## config.mk

```make
export PLATFORM = sky130hd
export DESIGN_NAME = tmc_timer
export DESIGN_NICKNAME = d
export VERILOG_FILES = /design/src/pkg/tmc_pkg.sv /design/src/rtl/tmc_timer.sv
export SDC_FILE = /design/constraint.sdc
export NUM_CORES = 1
export LEC_CHECK = 0
export BUFFER_PORTS_ARGS = -buffer_cell sky130_fd_sc_hd__buf_2
export CORE_MARGIN = 4
export CORE_UTILIZATION = 25
export CTS_CLUSTER_SIZE = 10
export DETAILED_ROUTE_END_ITERATION = 16
export SYNTH_ARGS = -nofsm -noshare
export SYNTH_HDL_FRONTEND = slang
export SYNTH_SLANG_ARGS = --single-unit
```

## constraint.sdc

```tcl
create_clock -name ref_clk -period 3.4 [get_ports ref_clk]
set_clock_uncertainty 0.2 [all_clocks]
set_input_delay 0.17 -clock ref_clk [delete_from_list [all_inputs] [get_ports ref_clk]]
set_output_delay 0.17 -clock ref_clk [all_outputs]
set_load 0.02 [all_outputs]
```

## src/pkg/tmc_pkg.sv

```systemverilog
// Package of register offsets, field positions, reset values and carrier types for the timer.
package tmc_pkg;
  localparam logic [1:0] ADDR_CONTROL   = 2'h0;
  localparam logic [1:0] ADDR_COUNT_LOW = 2'h1;
  localparam logic [1:0] ADDR_COUNT_HI  = 2'h2;
  localparam logic [1:0] ADDR_STATUS    = 2'h3;
  localparam int BIT_RUN_ENABLE  = 0;
  localparam int BIT_CLOCK_SRC   = 1;
  localparam int BIT_SYNC_DIS    = 2;
  localparam int BIT_TB_LO       = 3;
  localparam int BIT_PRESCALE_LO = 4;
  localparam int BIT_PRESCALE_HI = 5;
  localparam int BIT_TB_HI       = 6;
  localparam int BIT_WIDE_ACCESS = 7;
  localparam int BIT_STAT_FLAG   = 0;
  localparam int BIT_STAT_IRQ_EN = 1;
  localparam logic [7:0]  CONTROL_RESET   = 8'h00;
  localparam logic [15:0] COUNT_RESET     = 16'h0000;
  localparam logic [15:0] COUNT_ALL_ONES  = 16'hFFFF;
  localparam logic [3:0]  MODE_SPECIAL_EVENT = 4'hB;
  localparam int PHASES_PER_CYCLE = 4;
  localparam int CLK_MHZ          = 100;

  typedef struct packed {
    logic [1:0] addr;
    logic [7:0] wdata;
    logic       wr;
    logic       rd;
  } tmc_bus_req_t;

  typedef struct packed {
    logic sel_unit1_this;
    logic sel_unit2_this;
  } tmc_time_base_t;
endpackage

```

## src/rtl/tmc_timer.sv

```systemverilog
// Sixteen-bit timer/counter with prescaler, byte or wide access and special event reset.
//////////////////////////////////////////////////////////////////////////////
// Operation
// - Count up, wrap all ones to zero
// - Wrap sets flag; irq when enabled
// - Source clear: instruction clock, sync ignored
// - External: rising edges after first falling
// - Count only while run enable set
// - Wide access bit selects 16/8-bit access
// - Assign bits route time base to units
// - Prescale field divides by 1,2,4,8
// - Sync disable chooses synchronized or not
// - External input from osc or shared pin
// - Prescaler on raw input, sync after
// - Synchronized increment at Q4:Q1 boundary
// - Synchronized mode holds count in sleep
// - Unsynchronized counts in sleep, wakes processor
// - Unsynchronized increments at two phase boundaries
// - Unsynchronized mode is no time base
// - Reset input from special event trigger
// - Osc enable dedicates pins, ignores direction
// - Wide mode buffers high byte on reads
// - Only low byte write clears prescaler
// - Assign bit plus mode 1011 resets
// - Write wins over special event reset
//
// The implementer's own choices: the strobed register port and the placing of the registers.
module tmc_timer
  import tmc_pkg::*;
#(
  parameter int CLK_PER_PHASE = 1
) (
  input  wire logic                  ref_clk,
  input  wire logic                  srst,
  input  wire tmc_pkg::tmc_bus_req_t bus_req,
  output logic [7:0]                 bus_rdata,
  input  wire logic                  aux_osc_enable,
  input  wire logic                  aux_osc_input_pin,
  input  wire logic                  shared_count_clock_pin,
  input  wire logic                  sleep_mode,
  input  wire logic                  overflow_flag_clear,
  input  wire logic [3:0]            unit1_mode_field,
  input  wire logic [3:0]            unit2_mode_field,
  input  wire logic                  unit1_event,
  input  wire logic                  unit2_event,
  output logic                       osc_pins_dedicated,
  output logic                       overflow_irq,
  output logic                       wake_request,
  output tmc_pkg::tmc_time_base_t    time_base_sel,
  output logic [15:0]                time_base_count,
  output logic                       time_base_valid
);
  import tmc_pkg::*;

  if (CLK_PER_PHASE < 1) begin : g_bad_phase_length
    $error("CLK_PER_PHASE must be at least one");
  end

  typedef enum logic [1:0] {
    TMC_PH_Q1 = 2'b00,
    TMC_PH_Q2 = 2'b01,
    TMC_PH_Q3 = 2'b10,
    TMC_PH_Q4 = 2'b11
  } tmc_phase_t;

  logic [7:0]  control_reg;
  logic [15:0] count_reg;
  logic [15:0] count_next;
  logic [7:0]  high_buf_reg;
  logic        overflow_flag_reg;
  logic        overflow_irq_enable_reg;
  logic [2:0]  prescale_reg;
  logic        ext_in;
  logic        ext_prev_reg;
  logic        armed_reg;
  logic        ps_out;
  logic        ps_prev_reg;
  logic        sync1_reg;
  logic        sync2_reg;
  logic        sync_pend_reg;
  logic        unsync_pend_reg;
  logic        ext_rise;
  logic        inc;
  logic        wrap_now;
  logic        wr_low;
  logic        wr_high;
  logic        event_reset;
  tmc_phase_t  phase_reg;
  logic [$clog2(CLK_PER_PHASE+1)-1:0] phase_cnt_reg;
  logic        phase_step;
  logic        run;
  logic        ext_sel;
  logic        unsync;
  logic        wide;
  logic [1:0]  ps_sel;

  assign run     = control_reg[BIT_RUN_ENABLE];
  assign ext_sel = control_reg[BIT_CLOCK_SRC];
  assign unsync  = ext_sel & control_reg[BIT_SYNC_DIS];
  assign wide    = control_reg[BIT_WIDE_ACCESS];
  assign ps_sel  = {control_reg[BIT_PRESCALE_HI], control_reg[BIT_PRESCALE_LO]};
  assign wr_low  = bus_req.wr & (bus_req.addr == ADDR_COUNT_LOW);
  assign wr_high = bus_req.wr & (bus_req.addr == ADDR_COUNT_HI);

  //////////////////////////////////////////////////////////////////////////////
  // Four phase clocks derived from the one clock by an enable divider.
  assign phase_step = (phase_cnt_reg == ($clog2(CLK_PER_PHASE+1))'(CLK_PER_PHASE - 1));

  always_ff @(posedge ref_clk) begin
    if (srst) begin
      phase_cnt_reg <= '0;
      phase_reg     <= TMC_PH_Q1;
    end else if (phase_step) begin
      phase_cnt_reg <= '0;
      case (phase_reg)
        TMC_PH_Q1: phase_reg <= TMC_PH_Q2;
        TMC_PH_Q2: phase_reg <= TMC_PH_Q3;
        TMC_PH_Q3: phase_reg <= TMC_PH_Q4;
        TMC_PH_Q4: phase_reg <= TMC_PH_Q1;
        default:   phase_reg <= TMC_PH_Q1;
      endcase
    end else begin
      phase_cnt_reg <= phase_cnt_reg + 1'b1;
    end
  end

  //////////////////////////////////////////////////////////////////////////////
  // External input selection and edge qualification.
  assign ext_in = aux_osc_enable ? aux_osc_input_pin : shared_count_clock_pin;
  assign osc_pins_dedicated = aux_osc_enable;
  assign ext_rise = ext_in & ~ext_prev_reg & armed_reg;

  always_ff @(posedge ref_clk) begin
    if (srst) begin
      ext_prev_reg <= 1'b0;
      armed_reg    <= 1'b0;
    end else begin
      ext_prev_reg <= ext_in;
      // A falling edge must be seen first so a pin already high is not counted.
      if (!ext_sel) begin
        armed_reg <= 1'b0;
      end else if (!ext_in && ext_prev_reg) begin
        armed_reg <= 1'b1;
      end
    end
  end

  //////////////////////////////////////////////////////////////////////////////
  // Prescaler: counts raw qualified external edges, or instruction cycles internally.
  always_ff @(posedge ref_clk) begin
    if (srst || wr_low) begin
      prescale_reg <= 3'h0;
    end else if (run && (ext_sel ? ext_rise
                                 : (phase_step && phase_reg == TMC_PH_Q4))) begin
      prescale_reg <= prescale_reg + 3'h1;
    end
  end

  // The prescaler output is a symmetric square wave except at external 1:1, where it is the armed input; its rising edge is one count.
  always_comb begin
    case (ps_sel)
      2'b00:   ps_out = ext_sel ? (ext_in & armed_reg) : prescale_reg[0];
      2'b01:   ps_out = prescale_reg[0];
      2'b10:   ps_out = prescale_reg[1];
      2'b11:   ps_out = prescale_reg[2];
      default: ps_out = 1'b0;
    endcase
  end

  always_ff @(posedge ref_clk) begin
    if (srst) begin
      ps_prev_reg <= 1'b0;
      sync1_reg   <= 1'b0;
      sync2_reg   <= 1'b0;
    end else begin
      sync1_reg   <= ps_out;
      sync2_reg   <= sync1_reg;
      ps_prev_reg <= sync2_reg;
    end
  end

  //////////////////////////////////////////////////////////////////////////////
  // Increment scheduling per mode. Synchronized and internal increments wait for
  // the Q4:Q1 boundary; unsynchronized ones also take the Q2:Q3 boundary.
  logic ps_rise;
  logic at_q41;
  logic at_q23;
  logic ps_rise_raw;
  assign ps_rise     = sync2_reg & ~ps_prev_reg;
  assign ps_rise_raw = (ps_sel == 2'b00) ? ext_rise : ps_rise;
  assign at_q41      = phase_step && (phase_reg == TMC_PH_Q4);
  assign at_q23      = phase_step && (phase_reg == TMC_PH_Q2);

  always_ff @(posedge ref_clk) begin
    if (srst || !run) begin
      sync_pend_reg   <= 1'b0;
      unsync_pend_reg <= 1'b0;
    end else begin
      // A new edge on a boundary cycle must not be lost to the clear of the old one.
      if (!unsync && ps_rise && !sleep_mode) begin
        sync_pend_reg <= 1'b1;
      end else if (at_q41) begin
        sync_pend_reg <= 1'b0;
      end
      if (unsync && ps_rise_raw) begin
        unsync_pend_reg <= 1'b1;
      end else if (at_q41 || at_q23) begin
        unsync_pend_reg <= 1'b0;
      end
    end
  end

  always_comb begin
    if (!run) begin
      inc = 1'b0;
    end else if (!ext_sel) begin
      // Internally the prescaler steps with the phases, so its rollover is the count.
      case (ps_sel)
        2'b00:   inc = at_q41;
        2'b01:   inc = at_q41 && prescale_reg[0];
        2'b10:   inc = at_q41 && (&prescale_reg[1:0]);
        default: inc = at_q41 && (&prescale_reg);
      endcase
    end else if (unsync) begin
      inc = (at_q41 || at_q23) && unsync_pend_reg;
    end else begin
      inc = at_q41 && sync_pend_reg && !sleep_mode;
    end
  end

  //////////////////////////////////////////////////////////////////////////////
  // Counter with software load and special event reset.
  assign event_reset = (control_reg[BIT_TB_HI] && unit1_mode_field == MODE_SPECIAL_EVENT
                        && unit1_event)
                     || ((control_reg[BIT_TB_HI] || control_reg[BIT_TB_LO])
                        && unit2_mode_field == MODE_SPECIAL_EVENT && unit2_event);

  always_comb begin
    count_next = count_reg;
    if (wr_low) begin
      count_next = {wide ? high_buf_reg : count_reg[15:8], bus_req.wdata};
    end else if (wr_high && !wide) begin
      count_next = {bus_req.wdata, count_reg[7:0]};
    end else if (event_reset) begin
      count_next = COUNT_RESET;
    end else if (inc) begin
      count_next = count_reg + 16'h0001;
    end
  end

  always_ff @(posedge ref_clk) begin
    if (srst) begin
      count_reg <= COUNT_RESET;
    end else begin
      count_reg <= count_next;
    end
  end

  //////////////////////////////////////////////////////////////////////////////
  // Register file: control, count bytes, high buffer and status.
  always_ff @(posedge ref_clk) begin
    if (srst) begin
      control_reg <= CONTROL_RESET;
    end else if (bus_req.wr && bus_req.addr == ADDR_CONTROL) begin
      control_reg <= bus_req.wdata;
    end
  end

  always_ff @(posedge ref_clk) begin
    if (srst) begin
      high_buf_reg <= 8'h00;
    end else if (wide && wr_high) begin
      high_buf_reg <= bus_req.wdata;
    end else if (wide && bus_req.rd && bus_req.addr == ADDR_COUNT_LOW) begin
      high_buf_reg <= count_reg[15:8];
    end
  end

  // Only an increment that really reaches the counter may count as a wrap.
  assign wrap_now = inc && !wr_low && !(wr_high && !wide) && !event_reset
                    && (count_reg == COUNT_ALL_ONES);

  always_ff @(posedge ref_clk) begin
    if (srst) begin
      overflow_flag_reg <= 1'b0;
    end else if (wrap_now) begin
      overflow_flag_reg <= 1'b1;
    end else if (overflow_flag_clear ||
                 (bus_req.wr && bus_req.addr == ADDR_STATUS && !bus_req.wdata[BIT_STAT_FLAG])) begin
      overflow_flag_reg <= 1'b0;
    end
  end

  always_ff @(posedge ref_clk) begin
    if (srst) begin
      overflow_irq_enable_reg <= 1'b0;
    end else if (bus_req.wr && bus_req.addr == ADDR_STATUS) begin
      overflow_irq_enable_reg <= bus_req.wdata[BIT_STAT_IRQ_EN];
    end
  end

  always_ff @(posedge ref_clk) begin
    if (srst) begin
      bus_rdata <= 8'h00;
    end else if (bus_req.rd) begin
      case (bus_req.addr)
        ADDR_CONTROL:   bus_rdata <= control_reg;
        ADDR_COUNT_LOW: bus_rdata <= count_reg[7:0];
        ADDR_COUNT_HI:  bus_rdata <= wide ? high_buf_reg : count_reg[15:8];
        ADDR_STATUS:    bus_rdata <= {6'h00, overflow_irq_enable_reg, overflow_flag_reg};
        default:        bus_rdata <= 8'h00;
      endcase
    end else begin
      bus_rdata <= 8'h00;
    end
  end

  assign overflow_irq = overflow_flag_reg & overflow_irq_enable_reg;
  assign wake_request = overflow_irq & sleep_mode & unsync;

  //////////////////////////////////////////////////////////////////////////////
  // Time base routing toward the compare units.
  always_comb begin
    time_base_sel.sel_unit1_this = control_reg[BIT_TB_HI];
    time_base_sel.sel_unit2_this = control_reg[BIT_TB_HI] | control_reg[BIT_TB_LO];
  end
  assign time_base_count = count_reg;
  assign time_base_valid = ~unsync;

  //////////////////////////////////////////////////////////////////////////////
  // Checks.
  property p_wrap;
    @(posedge ref_clk) disable iff (srst)
      (inc && !wr_low && !wr_high && !event_reset && count_reg == COUNT_ALL_ONES)
        |=> (count_reg == COUNT_RESET && overflow_flag_reg);
  endproperty
  a_wrap: assert property (p_wrap) else $error("wrap did not zero count and set flag");

  property p_irq;
    @(posedge ref_clk) disable iff (srst)
      $rose(overflow_flag_reg)
        |-> ($past(count_reg) == COUNT_ALL_ONES && count_reg == COUNT_RESET);
  endproperty
  a_irq: assert property (p_irq) else $error("flag set without a wrap");

  property p_stop;
    @(posedge ref_clk) disable iff (srst)
      (!run && !bus_req.wr && !event_reset) |=> $stable(count_reg);
  endproperty
  a_stop: assert property (p_stop) else $error("count moved while stopped");

  property p_write_wins;
    @(posedge ref_clk) disable iff (srst)
      (wr_low && event_reset) |=> (count_reg[7:0] == $past(bus_req.wdata));
  endproperty
  a_write_wins: assert property (p_write_wins) else $error("reset beat the write");

  property p_event_reset;
    @(posedge ref_clk) disable iff (srst)
      (event_reset && !bus_req.wr && !overflow_flag_reg)
        |=> (count_reg == COUNT_RESET && !overflow_flag_reg);
  endproperty
  a_event_reset: assert property (p_event_reset) else $error("event reset wrong");

  property p_prescale_clear;
    @(posedge ref_clk) disable iff (srst)
      wr_low |=> (prescale_reg == 3'h0);
  endproperty
  a_prescale_clear: assert property (p_prescale_clear) else $error("prescaler not cleared");

  property p_sync_phase;
    @(posedge ref_clk) disable iff (srst)
      (inc && !unsync) |-> (phase_reg == TMC_PH_Q4 && phase_step);
  endproperty
  a_sync_phase: assert property (p_sync_phase) else $error("sync increment off Q4:Q1");

  property p_sleep_hold;
    @(posedge ref_clk) disable iff (srst)
      (sleep_mode && ext_sel && !unsync && !bus_req.wr && !event_reset)
        |=> $stable(count_reg);
  endproperty
  a_sleep_hold: assert property (p_sleep_hold) else $error("sync count moved in sleep");

  property p_time_base;
    @(posedge ref_clk) disable iff (srst)
      (unsync |-> !time_base_valid) and
      (time_base_sel.sel_unit1_this |-> time_base_sel.sel_unit2_this);
  endproperty
  a_time_base: assert property (p_time_base) else $error("time base routing wrong");

endmodule // tmc_timer

```

Yosys cells after proc, flatten, opt, wreduce, memory -nomap -nowiden:

Cells that the tools add are included.
W data, S select, Z words.

* add/sub/neg operators: 3
* equal/unequal tests: 13
* multiplexer cells: 24
* bitwise gates (word level): 17
* reduce and logical (&&, ||, !) cells: 58

Operators with widths (count)
* $mux W16: 4
* $pmux W8 S4: 1
* $logic_and A1 B1 Y1: 28
* $mux W8: 3
* $add A16 B1 Y16 const B: 1
* $eq A16 B16 Y1 const B: 1
* $mux W1: 13
* $eq A2 B2 Y1 const B: 6
* $and A1 B1 Y1: 10
* $logic_not A1 Y1: 9
* $eq A4 B4 Y1 const B: 2
* $pmux W2 S4: 1
* $reduce_bool A2 Y1: 4
* $eq A2 B1 Y1 const B: 3
* $logic_not A2 Y1: 3
* $logic_or A1 B1 Y1: 6
* $not A1 Y1: 6
* $reduce_or A2 Y1: 3
* $pmux W1 S4: 1
* $reduce_and A2 Y1: 2
* $reduce_bool A4 Y1: 1
* $add A3 B1 Y3 const B: 1
* $pmux W1 S3: 1
* $reduce_and A3 Y1: 1
* other kinds (4): 4

* register bits: 55
* output and inout port bits: 30

Logic depth before layout (Yosys ltp):

* word-level depth: 12
* mapped depth: 9
* gate-level depth less buffers: 8

Worst setup path after synthesis:

No wires, ideal clock.

* kind: register to register
* start point: register control_reg[4]
* end point: register count_reg[10], in the netlist time_base_count[10]
* arrival time: 2.032 ns
* required time: 3.114 ns
* slack: 1.082 ns
* stages on the path, launching flop included: 10
* path buffers: 1
* clock period less this slack: 2.318 ns
* path through: dfxtp_1 > inv_1 > ha_1 > nor4_1 > a31o_2 > a211oi_2 > or3_1 > buf_6 > o21ai_2 > a211oi_1

* longest elaborated chain between the ends: 5

RTL lines
* from (decl): RTL line tmc_timer.sv:66 `logic [7:0] control_reg;`
* from (signal assigned): RTL line tmc_timer.sv:265 `control_reg <= bus_req.wdata;`
* $eq A2 B2 Y1, or another cell as far along: RTL line tmc_timer.sv:218 `case (ps_sel)`
* $pmux W1 S3 (*): RTL line tmc_timer.sv:218
* $mux W1 (*): RTL line tmc_timer.sv:216 `end else if (!ext_sel) begin`
* $mux W1 (*): RTL line tmc_timer.sv:214 `if (!run) begin`
* $reduce_bool A4 Y1 (no line) (*)
* to (signal assigned): RTL line tmc_timer.sv:255 `count_reg <= count_next;`
* to (decl): RTL line tmc_timer.sv:67 `logic [15:0] count_reg;`

Every way passes the cells marked *; elsewhere a longest branch is shown, timed or not.
A chain may end at the register's enable or synchronous reset.

Final worst setup path:

* start point: register prescale_reg[0]
* end point: register count_reg[15], in the netlist time_base_count[15]

* longest elaborated chain between the ends: 6

RTL lines
* from (decl): RTL line tmc_timer.sv:72 `logic [2:0] prescale_reg;`
* from (signal assigned): RTL line tmc_timer.sv:155 `prescale_reg <= prescale_reg + 3'h1;`
* $reduce_and A3 Y1 / $reduce_and A2 Y1 (equally long branches): RTL line tmc_timer.sv:222, tmc_timer.sv:221
* $logic_and A1 B1 Y1 (on tied branches): RTL line tmc_timer.sv:222, tmc_timer.sv:221
* $pmux W1 S3 (*): RTL line tmc_timer.sv:218
* $mux W1 (*): RTL line tmc_timer.sv:216
* $mux W1 (*): RTL line tmc_timer.sv:214
* $reduce_bool A4 Y1 (no line) (*)

Marked as above.

==> flow_metrics.env <==
export IMPL_slew_headroom_pct=38.9
export IMPL_clock_fmax_mhz=393
export IMPL_dp_cells=588
export IMPL_async_reset_ff_share_pct=0
export IMPL_cts_htree_levels=2
export IMPL_postCtsSetupBuffers=0
export IMPL_avgSynthCellArea_um2=8.17
export IMPL_grt_max_degree=51
export IMPL_instances_no_fill=599
export IMPL_ctsHoldBuffers=3
export IMPL_grt_ovfl_total=0
export IMPL_synth_top_area_share_pct=35.0
export IMPL_largest_reg_flops=16
export IMPL_critPathMaxStageDelay_ns=0.49
export IMPL_post_drt_wl_per_cell_um=15.9
export IMPL_final_cell_mix="58 x buf_2, 55 x dfxtp_1, 49 x nor2_1, 40 x a21oi_1, 35 x nand2_1"
export IMPL_finalSetupTns_ns=0
export IMPL_io_pins=59
export IMPL_area_growth_pct=18.1
export IMPL_hold_viol_final=0
export IMPL_path_max_fanout=9
export IMPL_cp_data_required_time_ns=3.35
export IMPL_min_path_type="in2reg"
export IMPL_die_area_um2=14400
export IMPL_vias=2986
export IMPL_antenna_cells=0
export IMPL_viasPerCell=4.98
export IMPL_grt_first_pass_wirelength_um=15200
export IMPL_synthFlopType="dfxtp_1"
export IMPL_min_period_over_period_pct=74.8
export IMPL_cts_sinks=55
export IMPL_power_leakage_nw=1.40
export IMPL_root_buffer="clkbuf_16"
export IMPL_port_buffer_count=58
export IMPL_cts_buffers=5
export IMPL_status="finished, final reports clean"
export IMPL_synth_area_um2=3150
export IMPL_cts_resized=0
export IMPL_core_area_um2=12200
export IMPL_cts_tree="built"
export IMPL_grtUsageTotal_pct=13.1
export IMPL_path_class="reg2reg"
export IMPL_syn_num_nets=425
export IMPL_rows=40
export IMPL_place_hpwl_um=7230
export IMPL_clk_latency_ns=0.30
export IMPL_drive_gt1_share_pct=20.6
export IMPL_end_kind="flip-flop"
export IMPL_cts_path_max_buffers=2
export IMPL_drt_iter0_markers=194
export IMPL_synth_edf_count=0
export IMPL_die_x_um=120
export IMPL_ir_worst_vdd_uv=171
export IMPL_drt_pre_antenna_iters=4
export IMPL_drc_errors=0
export IMPL_ant_nets=0
export IMPL_antenna_found_initial=0
export IMPL_die_h_um=120
export IMPL_wl_um=9500
export IMPL_nNetsFinal=470
export IMPL_yosysTopAreaCell="dfxtp_1"
export IMPL_postSynthCellCount=385
export IMPL_maxCapViolations=0
export IMPL_slowest_stage="or3_1"
export IMPL_yosysUniqueCellTypes=58
export IMPL_synth_area_top_cells="dfxtp_1 35%, mux2i_1 7.3%, a21oi_1 6.4%"
export IMPL_ys_warn_count=0
export IMPL_finalMaxSlewViolations=0
export IMPL_min_period_ns=2.54
export IMPL_final_common_cell="buf_2"
export IMPL_rsz0062_at_grt="no"
export IMPL_powerDensity_nw_per_um2=369
export IMPL_synth_seq_area_share_pct=35.0
export IMPL_gp_congestion=0.903
export IMPL_grt_pass1_vias=2948
export IMPL_tightest_slew_ns=0.916
export IMPL_ys_ff_latch=55
export IMPL_path_buf_inv=1
export IMPL_worstPathArrival_ns=2.49
export IMPL_clk_pin_slew_ns=0.07
export IMPL_crit_family="simple AND/OR/NAND/NOR gates"
export IMPL_start_util_pct=25.9
export IMPL_crit_path_cell_trace="ha_1, ha_1, nor4_1, a31o_2, a211oi_2, buf_4, or3_1, a21oi_4, a211oi_2"
export IMPL_setup_violations=0
export IMPL_worstSetupStartpointType="flip-flop"
-- final timing paths --
path | startpoint | end | slack (ns) | depth (start not counted)
setup / recovery | prescale_reg[0] | time_base_count[15] | 0.86 | 9
setup reg to reg | prescale_reg[0] | time_base_count[15] | 0.86 | 9
hold reg to reg | sync1_reg | sync2_reg | 0.25 | 1
hold / removal | bus_req[9] | control_reg[7] | 0.02 | 3
-- worst register-to-register path: cells and delay by family (launching register included) --
| family | cells | cell delay [ns] |
|---|---|---|
| AO/OA/AOI/OAI | 4 | 0.45 |
| adder cells (fa/ha/maj) | 2 | 0.42 |
| buffers and inverters | 1 | 0.19 |
| flip-flops | 1 | 0.37 |
| AND/OR/NAND/NOR | 2 | 0.77 |
-- synthesized netlist by cell type, drive strengths merged, types with 3 or more instances --
master,instances
clkbuf,15
nor2b,5
a21oi,41
nor3,13
nor3b,4
or2,3
nor2,50
buf,11
nor4,5
a22oi,8
o21ai,15
inv,8
nand2,35
ha,11
and2,3
nand3,15
nand2b,6
mux2i,23
a211oi,16
dfxtp,55
and3,6
xnor2,6
or3,3
-- power breakdown --
group	leakage (nW)	switching (mW)	internal (mW)
Sequential	0.446	0.0215	0.660
Combinational	0.883	0.108	0.0662
Clock	0.0742	0.241	0.276
-- per-layer routing --
layer / GRT usage (%) / routed length [um]
met4: 4.44 / 122
met3: 3.18 / 655
met5: 0 / 0
met1: 17.0 / 4260
met2: 21.4 / 4460
-- metrics by stage --
step	hold slack (ns)	utilization (%)	area, um^2	setup slack [ns]	power, mW
global placement	0.230	29.1	3540	0.799	0.863
global route	0.0253	30.6	3720	0.709	1.43
finish	0.0180	30.6	3720	0.858	1.37
CTS	0.00340	30.6	3720	0.856	1.39
detailed placement	0.235	29.1	3540	0.726	0.867
floorplan	0.109	-	3150	1.08	0.807
-- layout make-up --
cell class / count / area, um^2
clock buffers: 5 / 125
clock inverters: 3 / 22.5
well taps: 168 / 210
fillers: 1310 / 8450
multi-input cells: 296 / 1880
repair buffers: 64 / 343
flip-flops and latches: 55 / 1100
inverters: 8 / 30.0
-- cell families after synthesis --
logic type               Yosys count  synth area share, %
buffers and inverters             34                 5.29
other                              1                0.119
XOR/XNOR                           7                 1.95
AO/OA/AOI/OAI                     98                 21.4
multiplexers                      25                 8.03
adder cells (fa/ha/maj)           11                 4.37
flip-flops                        55                 35.0
AND/OR/NAND/NOR                  154                 23.9
Note: power is estimated with default switching activity, not from simulation.
